File: src/common/mcc_pkg.sv
// Constants shared by the metering control register slice.
`default_nettype none

package mcc_pkg;

    // Register word offsets on the serial port.
    localparam logic [11:0] ENERGY_SETUP_OFS     = 12'h4B0;
    localparam logic [11:0] CRC_RECOMPUTE_OFS    = 12'h4B4;
    localparam logic [11:0] CRC_COVERAGE_OFS     = 12'h4B5;
    localparam logic [11:0] TEMP_SETUP_OFS       = 12'h4B6;

    // Field positions.
    localparam int ACC_ENABLE_BIT   = 0;
    localparam int PERIOD_BASIS_BIT = 1;
    localparam int CRC_TRIGGER_BIT  = 0;
    localparam int TEMP_REQUEST_BIT = 3;
    localparam int TEMP_AVG_LSB     = 0;
    localparam int TEMP_AVG_W       = 2;

    // Coverage bit groups.
    localparam int COV_WAVE_LSB     = 13;
    localparam int COV_CYCLE_LSB    = 10;
    localparam int COV_NOLOAD_LSB   = 7;
    localparam int COV_VOLT_LSB     = 3;
    localparam int COV_IRQ_LSB      = 0;

    // Reset values.
    localparam logic [15:0] REG_RESET = 16'h0000;

    // Temperature conversion time and its cycle count at 125 MHz.
    localparam int TEMP_CONV_TIME_NS = 1000000;
    localparam int CLK_PERIOD_NS     = 8;
    localparam int TEMP_CONV_CYCLES  = (TEMP_CONV_TIME_NS + CLK_PERIOD_NS - 1) / CLK_PERIOD_NS;

endpackage : mcc_pkg

`default_nettype wire

File: src/verilog/mcc_top.sv
// Energy, CRC coverage and temperature request control registers.
`default_nettype none

module mcc_top #(
    parameter int LEN_W            = 13,
    parameter int SRC_COUNT        = 4,
    parameter int TEMP_CONV_CYCLES = mcc_pkg::TEMP_CONV_CYCLES
) (
    input  wire logic                     ref_clk,
    input  wire logic                     sys_rst,
    // Register port from the serial interface.
    input  wire logic                     reg_wr_en,
    input  wire logic                     reg_rd_en,
    input  wire logic [11:0]              reg_addr,
    input  wire logic [15:0]              reg_wdata,
    output logic      [15:0]              reg_rdata,
    // Energy accumulation inputs and outputs.
    input  wire logic                     run_bit,
    input  wire logic [LEN_W-1:0]         energy_period_length,
    input  wire logic [1:0]               crossing_source_field,
    input  wire logic [SRC_COUNT-1:0]     crossing_events,
    input  wire logic                     sample_tick_8k,
    output logic                          accumulator_active,
    output logic                          energy_interval_end,
    // CRC engine handshake.
    output logic                          crc_start,
    input  wire logic                     crc_calc_done,
    output logic                          crc_busy,
    output logic                          crc_done_set,
    output logic      [2:0]               crc_cover_waveform,
    output logic      [2:0]               crc_cover_cycle,
    output logic      [2:0]               crc_cover_noload,
    output logic      [3:0]               crc_cover_voltage,
    output logic      [2:0]               crc_cover_irq,
    // Temperature sensor handshake.
    output logic                          temp_conv_start,
    output logic      [1:0]               temp_average_select,
    output logic                          temp_ready_set
);

    localparam int TW = $clog2(TEMP_CONV_CYCLES + 1);

    // Refuse settings the logic cannot serve.
    if (LEN_W < 1 || LEN_W > 31 || SRC_COUNT < 1 || SRC_COUNT > 4 || TEMP_CONV_CYCLES < 1)
    begin : g_bad_param
        $error("mcc_top: parameter out of range");
    end

    logic        acc_enable_r;     // Accumulator enable bit.
    logic        acc_enable_nxt;
    logic        period_basis_r;   // Energy period basis bit.
    logic        period_basis_nxt;
    logic        crc_trig_r;       // Stored recompute bit, reads back.
    logic        crc_trig_nxt;
    logic        crc_busy_r;       // CRC calculation in flight.
    logic        crc_busy_nxt;
    logic        crc_start_r;      // One-cycle start to the CRC engine.
    logic        crc_start_nxt;
    logic        crc_done_r;       // One-cycle completion to status.
    logic        crc_done_nxt;
    logic [15:0] coverage_r;       // Per-register CRC coverage enables.
    logic [15:0] coverage_nxt;
    logic        temp_req_r;       // Temperature request, self-clearing.
    logic        temp_req_nxt;
    logic        temp_start_r;     // One-cycle start to the sensor.
    logic        temp_start_nxt;
    logic        temp_rdy_r;       // One-cycle ready to status.
    logic        temp_rdy_nxt;
    logic [1:0]  temp_avg_r;       // Averaging selection.
    logic [1:0]  temp_avg_nxt;
    logic [15:0] rdata_r;          // Registered read data.
    logic [15:0] rdata_nxt;

    logic        acc_run;          // Accumulation permitted.
    logic        crossing_sel;     // Crossing event of the chosen source.
    logic        period_tick;      // Event that advances the interval.
    logic        conv_done;        // Temperature timer expired.
    logic        wr_crc;           // Write to the recompute register.
    logic        wr_temp;          // Write to the temperature register.

    // Accumulation proceeds only while both enables are high.
    assign acc_run = acc_enable_r & run_bit;

    // Pick the crossing stream named by the source field; absent sources read low.
    assign crossing_sel = (32'(crossing_source_field) < SRC_COUNT)
                        ? crossing_events[crossing_source_field] : 1'b0;

    // The interval advances on crossings or on 8 kSPS samples.
    assign period_tick = period_basis_r ? sample_tick_8k : crossing_sel;

    // Interval counter, held clear while accumulation is stopped.
    mcc_interval_counter #(
        .W     (LEN_W)
    ) u_energy_period (
        .ref_clk (ref_clk),
        .sys_rst (sys_rst),
        .clear   (~acc_run),
        .tick    (period_tick),
        .limit   (energy_period_length),
        .done    (energy_interval_end)
    );

    // Conversion timer, running only while a request is pending.
    mcc_interval_counter #(
        .W     (TW)
    ) u_temp_timer (
        .ref_clk (ref_clk),
        .sys_rst (sys_rst),
        .clear   (~temp_req_r),
        .tick    (1'b1),
        .limit   (TW'(TEMP_CONV_CYCLES)),
        .done    (conv_done)
    );

    assign wr_crc  = reg_wr_en && (reg_addr == mcc_pkg::CRC_RECOMPUTE_OFS);
    assign wr_temp = reg_wr_en && (reg_addr == mcc_pkg::TEMP_SETUP_OFS);

    // Register writes and the side effects they start.
    always_comb
    begin
        acc_enable_nxt   = acc_enable_r;
        period_basis_nxt = period_basis_r;
        crc_trig_nxt     = crc_trig_r;
        coverage_nxt     = coverage_r;
        temp_avg_nxt     = temp_avg_r;
        crc_start_nxt    = 1'b0;
        crc_done_nxt     = 1'b0;
        crc_busy_nxt     = crc_busy_r;
        temp_start_nxt   = 1'b0;
        temp_rdy_nxt     = 1'b0;
        temp_req_nxt     = temp_req_r;

        // Energy setup bits.
        if (reg_wr_en && reg_addr == mcc_pkg::ENERGY_SETUP_OFS)
        begin
            acc_enable_nxt   = reg_wdata[mcc_pkg::ACC_ENABLE_BIT];
            period_basis_nxt = reg_wdata[mcc_pkg::PERIOD_BASIS_BIT];
        end

        // Coverage word, all sixteen bits writable.
        if (reg_wr_en && reg_addr == mcc_pkg::CRC_COVERAGE_OFS)
        begin
            coverage_nxt = reg_wdata;
        end

        // CRC completion clears busy and flags status.
        if (crc_busy_r && crc_calc_done)
        begin
            crc_busy_nxt = 1'b0;
            crc_done_nxt = 1'b1;
        end

        // A recompute write with the trigger bit set wins over a finishing calculation and restarts it.
        if (wr_crc)
        begin
            crc_trig_nxt = reg_wdata[mcc_pkg::CRC_TRIGGER_BIT];
            if (reg_wdata[mcc_pkg::CRC_TRIGGER_BIT])
            begin
                crc_start_nxt = 1'b1;
                crc_busy_nxt  = 1'b1;
                crc_done_nxt  = 1'b0;
            end
        end

        // Conversion end flags ready and clears the request.
        if (temp_req_r && conv_done)
        begin
            temp_req_nxt = 1'b0;
            temp_rdy_nxt = 1'b1;
        end

        // A new request wins over a clearing one and starts a fresh conversion.
        if (wr_temp)
        begin
            temp_avg_nxt = reg_wdata[mcc_pkg::TEMP_AVG_LSB +: mcc_pkg::TEMP_AVG_W];
            // A request in the finishing cycle starts the next conversion,
            // while the finished one still flags its ready pulse.
            if (reg_wdata[mcc_pkg::TEMP_REQUEST_BIT] && (!temp_req_r || conv_done))
            begin
                temp_req_nxt   = 1'b1;
                temp_start_nxt = 1'b1;
            end
        end
    end

    // Read multiplexer; unmapped addresses and reserved bits read zero.
    always_comb
    begin
        rdata_nxt = rdata_r;
        if (reg_rd_en)
        begin
            rdata_nxt = 16'h0000;
            case (reg_addr)
                mcc_pkg::ENERGY_SETUP_OFS:
                begin
                    rdata_nxt[mcc_pkg::ACC_ENABLE_BIT]   = acc_enable_r;
                    rdata_nxt[mcc_pkg::PERIOD_BASIS_BIT] = period_basis_r;
                end
                mcc_pkg::CRC_RECOMPUTE_OFS:
                begin
                    rdata_nxt[mcc_pkg::CRC_TRIGGER_BIT] = crc_trig_r;
                end
                mcc_pkg::CRC_COVERAGE_OFS:
                begin
                    rdata_nxt = coverage_r;
                end
                mcc_pkg::TEMP_SETUP_OFS:
                begin
                    rdata_nxt[mcc_pkg::TEMP_REQUEST_BIT] = temp_req_r;
                    rdata_nxt[mcc_pkg::TEMP_AVG_LSB +: mcc_pkg::TEMP_AVG_W] = temp_avg_r;
                end
                default:
                begin
                    rdata_nxt = 16'h0000;
                end
            endcase
        end
    end

    // All state registers; every field clears to zero.
    always_ff @(posedge ref_clk)
    begin
        if (sys_rst)
        begin
            acc_enable_r   <= 1'b0;
            period_basis_r <= 1'b0;
            crc_trig_r     <= 1'b0;
            crc_busy_r     <= 1'b0;
            crc_start_r    <= 1'b0;
            crc_done_r     <= 1'b0;
            coverage_r     <= mcc_pkg::REG_RESET;
            temp_req_r     <= 1'b0;
            temp_start_r   <= 1'b0;
            temp_rdy_r     <= 1'b0;
            temp_avg_r     <= 2'h0;
            rdata_r        <= mcc_pkg::REG_RESET;
        end
        else
        begin
            acc_enable_r   <= acc_enable_nxt;
            period_basis_r <= period_basis_nxt;
            crc_trig_r     <= crc_trig_nxt;
            crc_busy_r     <= crc_busy_nxt;
            crc_start_r    <= crc_start_nxt;
            crc_done_r     <= crc_done_nxt;
            coverage_r     <= coverage_nxt;
            temp_req_r     <= temp_req_nxt;
            temp_start_r   <= temp_start_nxt;
            temp_rdy_r     <= temp_rdy_nxt;
            temp_avg_r     <= temp_avg_nxt;
            rdata_r        <= rdata_nxt;
        end
    end

    // Coverage groups handed to the CRC engine; a clear bit omits its register.
    assign crc_cover_waveform = coverage_r[mcc_pkg::COV_WAVE_LSB +: 3];
    assign crc_cover_cycle    = coverage_r[mcc_pkg::COV_CYCLE_LSB +: 3];
    assign crc_cover_noload   = coverage_r[mcc_pkg::COV_NOLOAD_LSB +: 3];
    assign crc_cover_voltage  = coverage_r[mcc_pkg::COV_VOLT_LSB +: 4];
    assign crc_cover_irq      = coverage_r[mcc_pkg::COV_IRQ_LSB +: 3];

    assign accumulator_active  = acc_run;
    assign crc_start           = crc_start_r;
    assign crc_busy            = crc_busy_r;
    assign crc_done_set        = crc_done_r;
    assign temp_conv_start     = temp_start_r;
    assign temp_average_select = temp_avg_r;
    assign temp_ready_set      = temp_rdy_r;
    assign reg_rdata           = rdata_r;

endmodule : mcc_top

`default_nettype wire

File: src/verilog/mcc_interval_counter.sv
// Event counter that pulses once each time a programmed count of ticks elapses.
`default_nettype none

module mcc_interval_counter #(
    parameter int W = 16
) (
    input  wire logic         ref_clk,
    input  wire logic         sys_rst,
    input  wire logic         clear,
    input  wire logic         tick,
    input  wire logic [W-1:0] limit,
    output logic              done
);

    // Refuse a width the counter cannot hold.
    if (W < 1 || W > 31)
    begin : g_bad_width
        $error("mcc_interval_counter: width out of range");
    end

    logic [W-1:0] count_r;   // Ticks seen in the current interval.
    logic [W-1:0] count_nxt; // Next tick count.
    logic         done_r;    // Registered end-of-interval pulse.
    logic         done_nxt;  // Next pulse value.
    logic [W-1:0] last;      // Count value that ends the interval.

    // A limit of zero is served as one so the interval never stalls.
    assign last = (limit == '0) ? W'(1) : limit;

    // Count ticks and wrap when the programmed figure is reached.
    always_comb
    begin
        count_nxt = count_r;
        done_nxt  = 1'b0;
        if (clear)
        begin
            // Clearing holds the counter at the start of an interval.
            count_nxt = '0;
        end
        else if (tick)
        begin
            if (count_r + W'(1) >= last)
            begin
                // Interval complete; start the next one from zero.
                count_nxt = '0;
                done_nxt  = 1'b1;
            end
            else
            begin
                count_nxt = count_r + W'(1);
            end
        end
    end

    // Register the counter and the pulse.
    always_ff @(posedge ref_clk)
    begin
        if (sys_rst)
        begin
            count_r <= '0;
            done_r  <= 1'b0;
        end
        else
        begin
            count_r <= count_nxt;
            done_r  <= done_nxt;
        end
    end

    assign done = done_r;

endmodule : mcc_interval_counter

`default_nettype wire

File: config.mk
export PLATFORM = sky130hd
export DESIGN_NAME = mcc_top
export DESIGN_NICKNAME = d
export VERILOG_FILES = /design/src/common/mcc_pkg.sv /design/src/verilog/mcc_top.sv /design/src/verilog/mcc_interval_counter.sv
export SDC_FILE = /design/constraint.sdc
export NUM_CORES = 1
export LEC_CHECK = 0
export BUFFER_PORTS_ARGS = -buffer_cell sky130_fd_sc_hd__clkbuf_2
export CAP_MARGIN = 10
export CORE_UTILIZATION = 45
export DETAILED_ROUTE_END_ITERATION = 6
export GPL_TIMING_DRIVEN = 1
export PLACE_DENSITY = 0.69
export SETUP_SLACK_MARGIN = 0.5
export SYNTH_ARGS = -nofsm -noshare
export SYNTH_HDL_FRONTEND = slang
export SYNTH_SLANG_ARGS = --single-unit
export TNS_END_PERCENT = 1
File: constraint.sdc
create_clock -name ref_clk -period 4.7 [get_ports ref_clk]
set_input_delay 0.235 -clock ref_clk [delete_from_list [all_inputs] [get_ports ref_clk]]
set_output_delay 0.235 -clock ref_clk [all_outputs]
set_load 0.02 [all_outputs]
==> After elaboration in Yosys (flattened, before gate mapping) <==
Cells that the tools add are included.
{ "totals": {"word_cells": 71, "reg_bits": 75, "inputBits": 54, "out_inout_bits": 41} }
{ "classes": {"mux": 24, "reduce_logical": 16, "n_lt_le_gt_ge": 3, "bitwise_logic": 6, "n_addsub": 2, "n_eq_ne": 4} }
{ "ops": {"columns": ["op", "count"], "rows": [
  ["== test 12 x 11 -> 1 bit (second input constant)", 4],
  ["2-to-1 mux 13 bit", 2],
  ["adder 17 x 1 -> 17 bit (second input constant)", 1],
  ["greater-or-equal comparator 17 bit (second input constant)", 1],
  ["2-to-1 mux 1 bit", 17],
  ["adder 13 x 1 -> 13 bit (second input constant)", 1],
  ["greater-or-equal comparator 13 bit", 1],
  ["logical NOT 13 bit", 1],
  ["2-to-1 mux 12 bit", 1],
  ["OR reduction 2 bit", 4],
  ["logical AND 1 bit", 7],
  ["OR reduction 3 bit", 2],
  ["NOT 1 bit", 5],
  ["one-hot mux 1 bit (4 select lines)", 1],
  ["less-than comparator 2 x 3 -> 1 bit (second input constant)", 1],
  ["one-hot mux 1 bit (3 select lines)", 1],
  ["binary-select mux 1 bit (select 2 bit)", 1],
  ["one-hot mux 1 bit (2 select lines)", 1],
  ["AND 1 bit", 1],
  ["logical NOT 1 bit", 1],
  ["logical OR 1 bit", 1]
]} }

==> Longest topological paths before layout <==
{ "logic_depth": {"word_depth": 5, "mapped_depth": 14, "ltp_nobuf": 13} }

==> By module <==
A second synthesis with hierarchy kept.
{ "unflattened": {"hier_cells": 520, "area_unflattened_um2": 4599.4} }
{ "by_module_without_submodules": {"columns": ["mod", "area_per_inst_um2", "seq_area_each_um2", "n_inst", "cells_per_inst"], "rows": [
  ["mcc_top", 1925.6, 860.8, 1, 199],
  ["mcc_interval_counter at u_temp_timer", 1534.0, 360.3, 1, 184],
  ["mcc_interval_counter at u_energy_period", 1139.8, 280.3, 1, 137]
]} }

==> Worst setup path before layout <==
OpenSTA, ideal clock, no wires.
{ "synth_timing": {"kind": "register -> register", "start": "register u_energy_period.count_r[0]", "end": "register u_energy_period.count_r[3]", "arrival_ns": 2.831, "n_path_buf": 1, "stages_incl_launch_ff": 15, "required_time_ns": 4.572, "slack_ns": 1.741, "period_less_slack_ns": 2.959, "cell_sequence": "dfxtp_1 -> ha_1 -> nand3_1 -> nor2_1 -> and3_1 -> nand3_1 -> xnor2_1 -> ha_1 -> nand2_1 -> o21ai_0 -> nor3_1 -> a21oi_1 -> or2_2 -> clkbuf_1 -> o211ai_1"} }
{ "synth_between": {"elab_chain_len": 3} }
{ "synth_lines": {"columns": ["element", "line_no", "source"], "rows": [
  ["start, declared", "mcc_interval_counter.sv:21", "logic [W-1:0] count_r;"],
  ["start signal, assigned", "mcc_interval_counter.sv:65", "count_r <= count_nxt;"],
  ["adder 13 x 1 -> 13 bit (*)", "mcc_interval_counter.sv:42, mcc_interval_counter.sv:50", null],
  ["greater-or-equal comparator 13 bit", "mcc_interval_counter.sv:42", "if (count_r + W'(1) >= last)"],
  ["2-to-1 mux 13 bit (*)", "mcc_interval_counter.sv:42", null]
]} }
Every way passes the cells marked *; elsewhere a longest branch is shown, timed or not.
A chain may end at the register's enable or synchronous reset.

==> Worst setup path after layout <==
Ends and elaborated chain as after synthesis.

==> results by group <==
Pwr
  – VDD IR-drop max: 0.000208 V
  – Power per cell area: approximately 260 nW/um2
  – Psw: approximately 0.00028 W
  – Clock network fraction of design power: 39.6%
  – Combinational power share: 5.0%
  – Sw frac: 24.8%
  – Pleak: 1.83 nW
  – Register share of total power: 55.4%
  – Internal Pwr Total: about 0.00086 W
  – Total power draw: 0.00115 W

STA
  – Tcrit/Tclk final: 70.1%
  – Actual slew at the worst max-slew pin: about 0.86 ns
  – Slew Limit Fails: 0
  – RSZ-0062 raised after global routing: no
  – Fin Hold WS: 0.101 ns
  – Final Setup Violations: 0
  – Minimum clock period: between 3 and 4 ns
  – Endpoints failing hold: 0
  – Final Skew: between 0.008 and 0.009 ns
  – Achievable frequency: between 300 and 400 MHz
  – Setup_tns: 0 ns
  – Worst slew margin: around 43%

Global routing
  – Largest net degree at the start of global routing: 45
  – Vias in the first global route: 3105
  – Initial antenna violation count: 0
  – Global-route wire length before repair: 13500 um
  – All-layer global routing usage: between 10% and 20%
  – Overflow after GRT: 0

Final layout
  – P&R area growth vs syn: 18.6%
  – Antenna diode instance count: 0
  – Final #Nets: between 600 and 700
  – Fill cells: between 700 and 800
  – Share of layout cells above drive strength 1: between 20% and 30%

Routing
  – Vias/cell: 5.16
  – Antenna-violating nets left: 0
  – Wire per inst: 12.5 um
  – WL met3: 371 um
  – Metal1 wirelength: between 3000 and 4000 um
  – Vias: 3338
  – Metal2 WL: slightly below 4000 um
  – Final Routed Wirelength: 8070 um
  – Number of DRC markers in iteration 0: 108
  – Uppermost routed layer: met4
  – Drt first pass iters: 4
  – Drt drc: 0

Synthesis
  – Post-synthesis sequential area ratio: 40.3%
  – Post-synth EDFFs: 0
  – Synth Warn #: 0
  – Count leader, synth: dfxtp_1
  – Commonest cells in the netlist: 75 x dfxtp_1, 62 x nand2_1, 44 x a21oi_1
  – Yosys reg bits: 75
  – Post-Syn Instances: about 460
  – Synth area leaders: dfxtp_1 40%, nand2_1 6.2%, a21oi_1 5.9%
  – Yosys cell types: 51
  – Top_reg_cell synth: dfxtp_1
  – Mapped Area: 3730 um2
  – Mapped Nets: 525
  – Mean Syn Cell Area: just over 8 um2
  – Post-synth top area share: 40.3%
  – Async SR Flop Fraction: 0%
  – Synth area leader: dfxtp_1

Critical path
  – CP required: 4.92 ns
  – Critical Path Fanout Max: 9
  – Critical Path Source Type: flip-flop
  – CP Capture Type: flip-flop
  – Worst path arrival time: between 3 and 4 ns
  – Crit Path Category: reg -> reg

Clock tree
  – H-Tree Depth: 3
  – Post-CTS Setup Bufs: 0
  – Worst-path clk slew: roughly 0.09 ns
  – Clk root buf: clkbuf_8
  – TritonCTS clock tree: built
  – Hold buffer count at CTS: 0
  – TritonCTS sink count: 75
  – Num CTS Buffers: 9
  – Post_cts resized: 0
  – Worst-skew pair later-pin latency: 0.34 ns
  – CTS Buffer Depth: 2

Floorplan
  – Initial core utilization: 47.3%
  – Die ar.: 8660 um2
  – Core ar.: between 7000 and 8000 um2
  – Die width: ~93 um
  – Rows: 32
  – Chip height: 93.0 um
  – Io pins: 95

Run status
  – Outcome: finished clean

Hold path
  – Hold crit path type: in -> reg

Job
  – Max Cap Viol: 0

Place
  – Final HPWL DP: 6050 um
  – Port Buffers: 94
  – GP Congestion: 0.786
## registers in the layout, summed over array words and instances, names as in the netlist, 2 cells and up
signal / count
u_temp_timer.count_r: 17
reg_rdata: 16
temp_average_select: 2
coverage_r: 16
u_energy_period.count_r: 13
## power by group through the flow
stage / registers (W) / clock network (W) / logic (W)
after global placement: 0.000652 / 0 / 0.0000564
final: 0.000637 / 0.000455 / 0.0000574
after global routing: 0.000637 / 0.000495 / 0.0000648
after floorplan: 0.000653 / 0 / 0.0000256
after detailed placement: 0.000652 / 0 / 0.0000577
after CTS: 0.000637 / 0.000472 / 0.0000579
## cell usage in the layout, fill, tap and decap left out, types with 4 or more instances in the layout
cell,synthesis,routed
ha_1,16,16
dfxtp_1,75,75
clkbuf_8,0,9
mux2i_1,7,7
o21ai_0,13,13
and3_1,4,4
inv_1,21,21
a21oi_1,44,44
and2_1,5,5
or2_2,5,5
xor2_1,10,10
nor3_1,6,6
nand2b_1,19,19
nor2_1,40,40
clkbuf_2,1,94
nand3_1,28,28
nor2b_1,6,6
or3_1,5,5
xnor2_1,13,13
nand4_1,9,9
nand2_1,62,62
nor4_1,4,4
## area by class of cell
class / count / area (um2) / share of cell area (%)
clock inverters: 7 / 58.8 / 1.33
repair buffers: 95 / 478 / 10.8
multi-input cells: 338 / 2060 / 46.5
clock buffers: 9 / 124 / 2.80
well taps: 102 / 128 / 2.88
inverters: 21 / 78.8 / 1.78
flip-flops and latches: 75 / 1500 / 33.9
## worst paths after layout
kind	from	endpoint	cells past startpoint	slack [ns]
setup / recovery	u_energy_period.count_r[0]$_SDFFE_PP0P_	u_energy_period.count_r[3]$_SDFFE_PP0P_	13	1.41
hold / removal	reg_wdata[7]	coverage_r[7]$_SDFFE_PP0P_	3	0.10
setup reg to reg	u_energy_period.count_r[0]$_SDFFE_PP0P_	u_energy_period.count_r[3]$_SDFFE_PP0P_	13	1.41
hold reg to reg	u_temp_timer.done$_SDFF_PP0_	temp_ready_set$_SDFF_PP0_	1	0.45
## kinds of logic after synthesis
| family | after synthesis | synth area share [%] |
|---|---|---|
| muxes | 8 | 2.48 |
| DFF | 75 | 40.3 |
| adders and majority gates | 16 | 5.37 |
| xor gates and xnor gates | 23 | 5.40 |
| buffers and inverters | 42 | 4.63 |
| AOI/OAI and AO/OA | 82 | 13.4 |
| and+or+nand+nor | 209 | 28.5 |
## metrics by stage
stage	cells	util (%)	instance area [um2]	setup WS, ns
finish	647	56.1	4420	1.41
global route	647	56.1	4420	0.961
CTS	647	56.1	4420	1.38
detailed placement	631	53.8	4240	1.41
global placement	631	53.8	4240	1.57
floorplan	455	-	3730	1.74
## metal layers
layer	vias to the layer above	global-route usage [%]
li1	1733	-
met3	7	4.07
met1	1528	24.2
met4	0	5.38
met2	70	33.9
met5	-	0
## worst max-delay path, cell delays in order, from the launching register on
cell      delay (ns)
dfxtp_1         0.40
ha_1            0.25
nand3_1         0.19
nor2_1          0.19
and3_1          0.21
nand3_1         0.10
xnor2_1         0.15
ha_1            0.30
nand2_1         0.07
o21ai_0         0.34
nor3_1          0.11
a21oi_1         0.46
or2_2           0.31
o211ai_1        0.10
No activity file was read; power rests on OpenSTA's default activity.
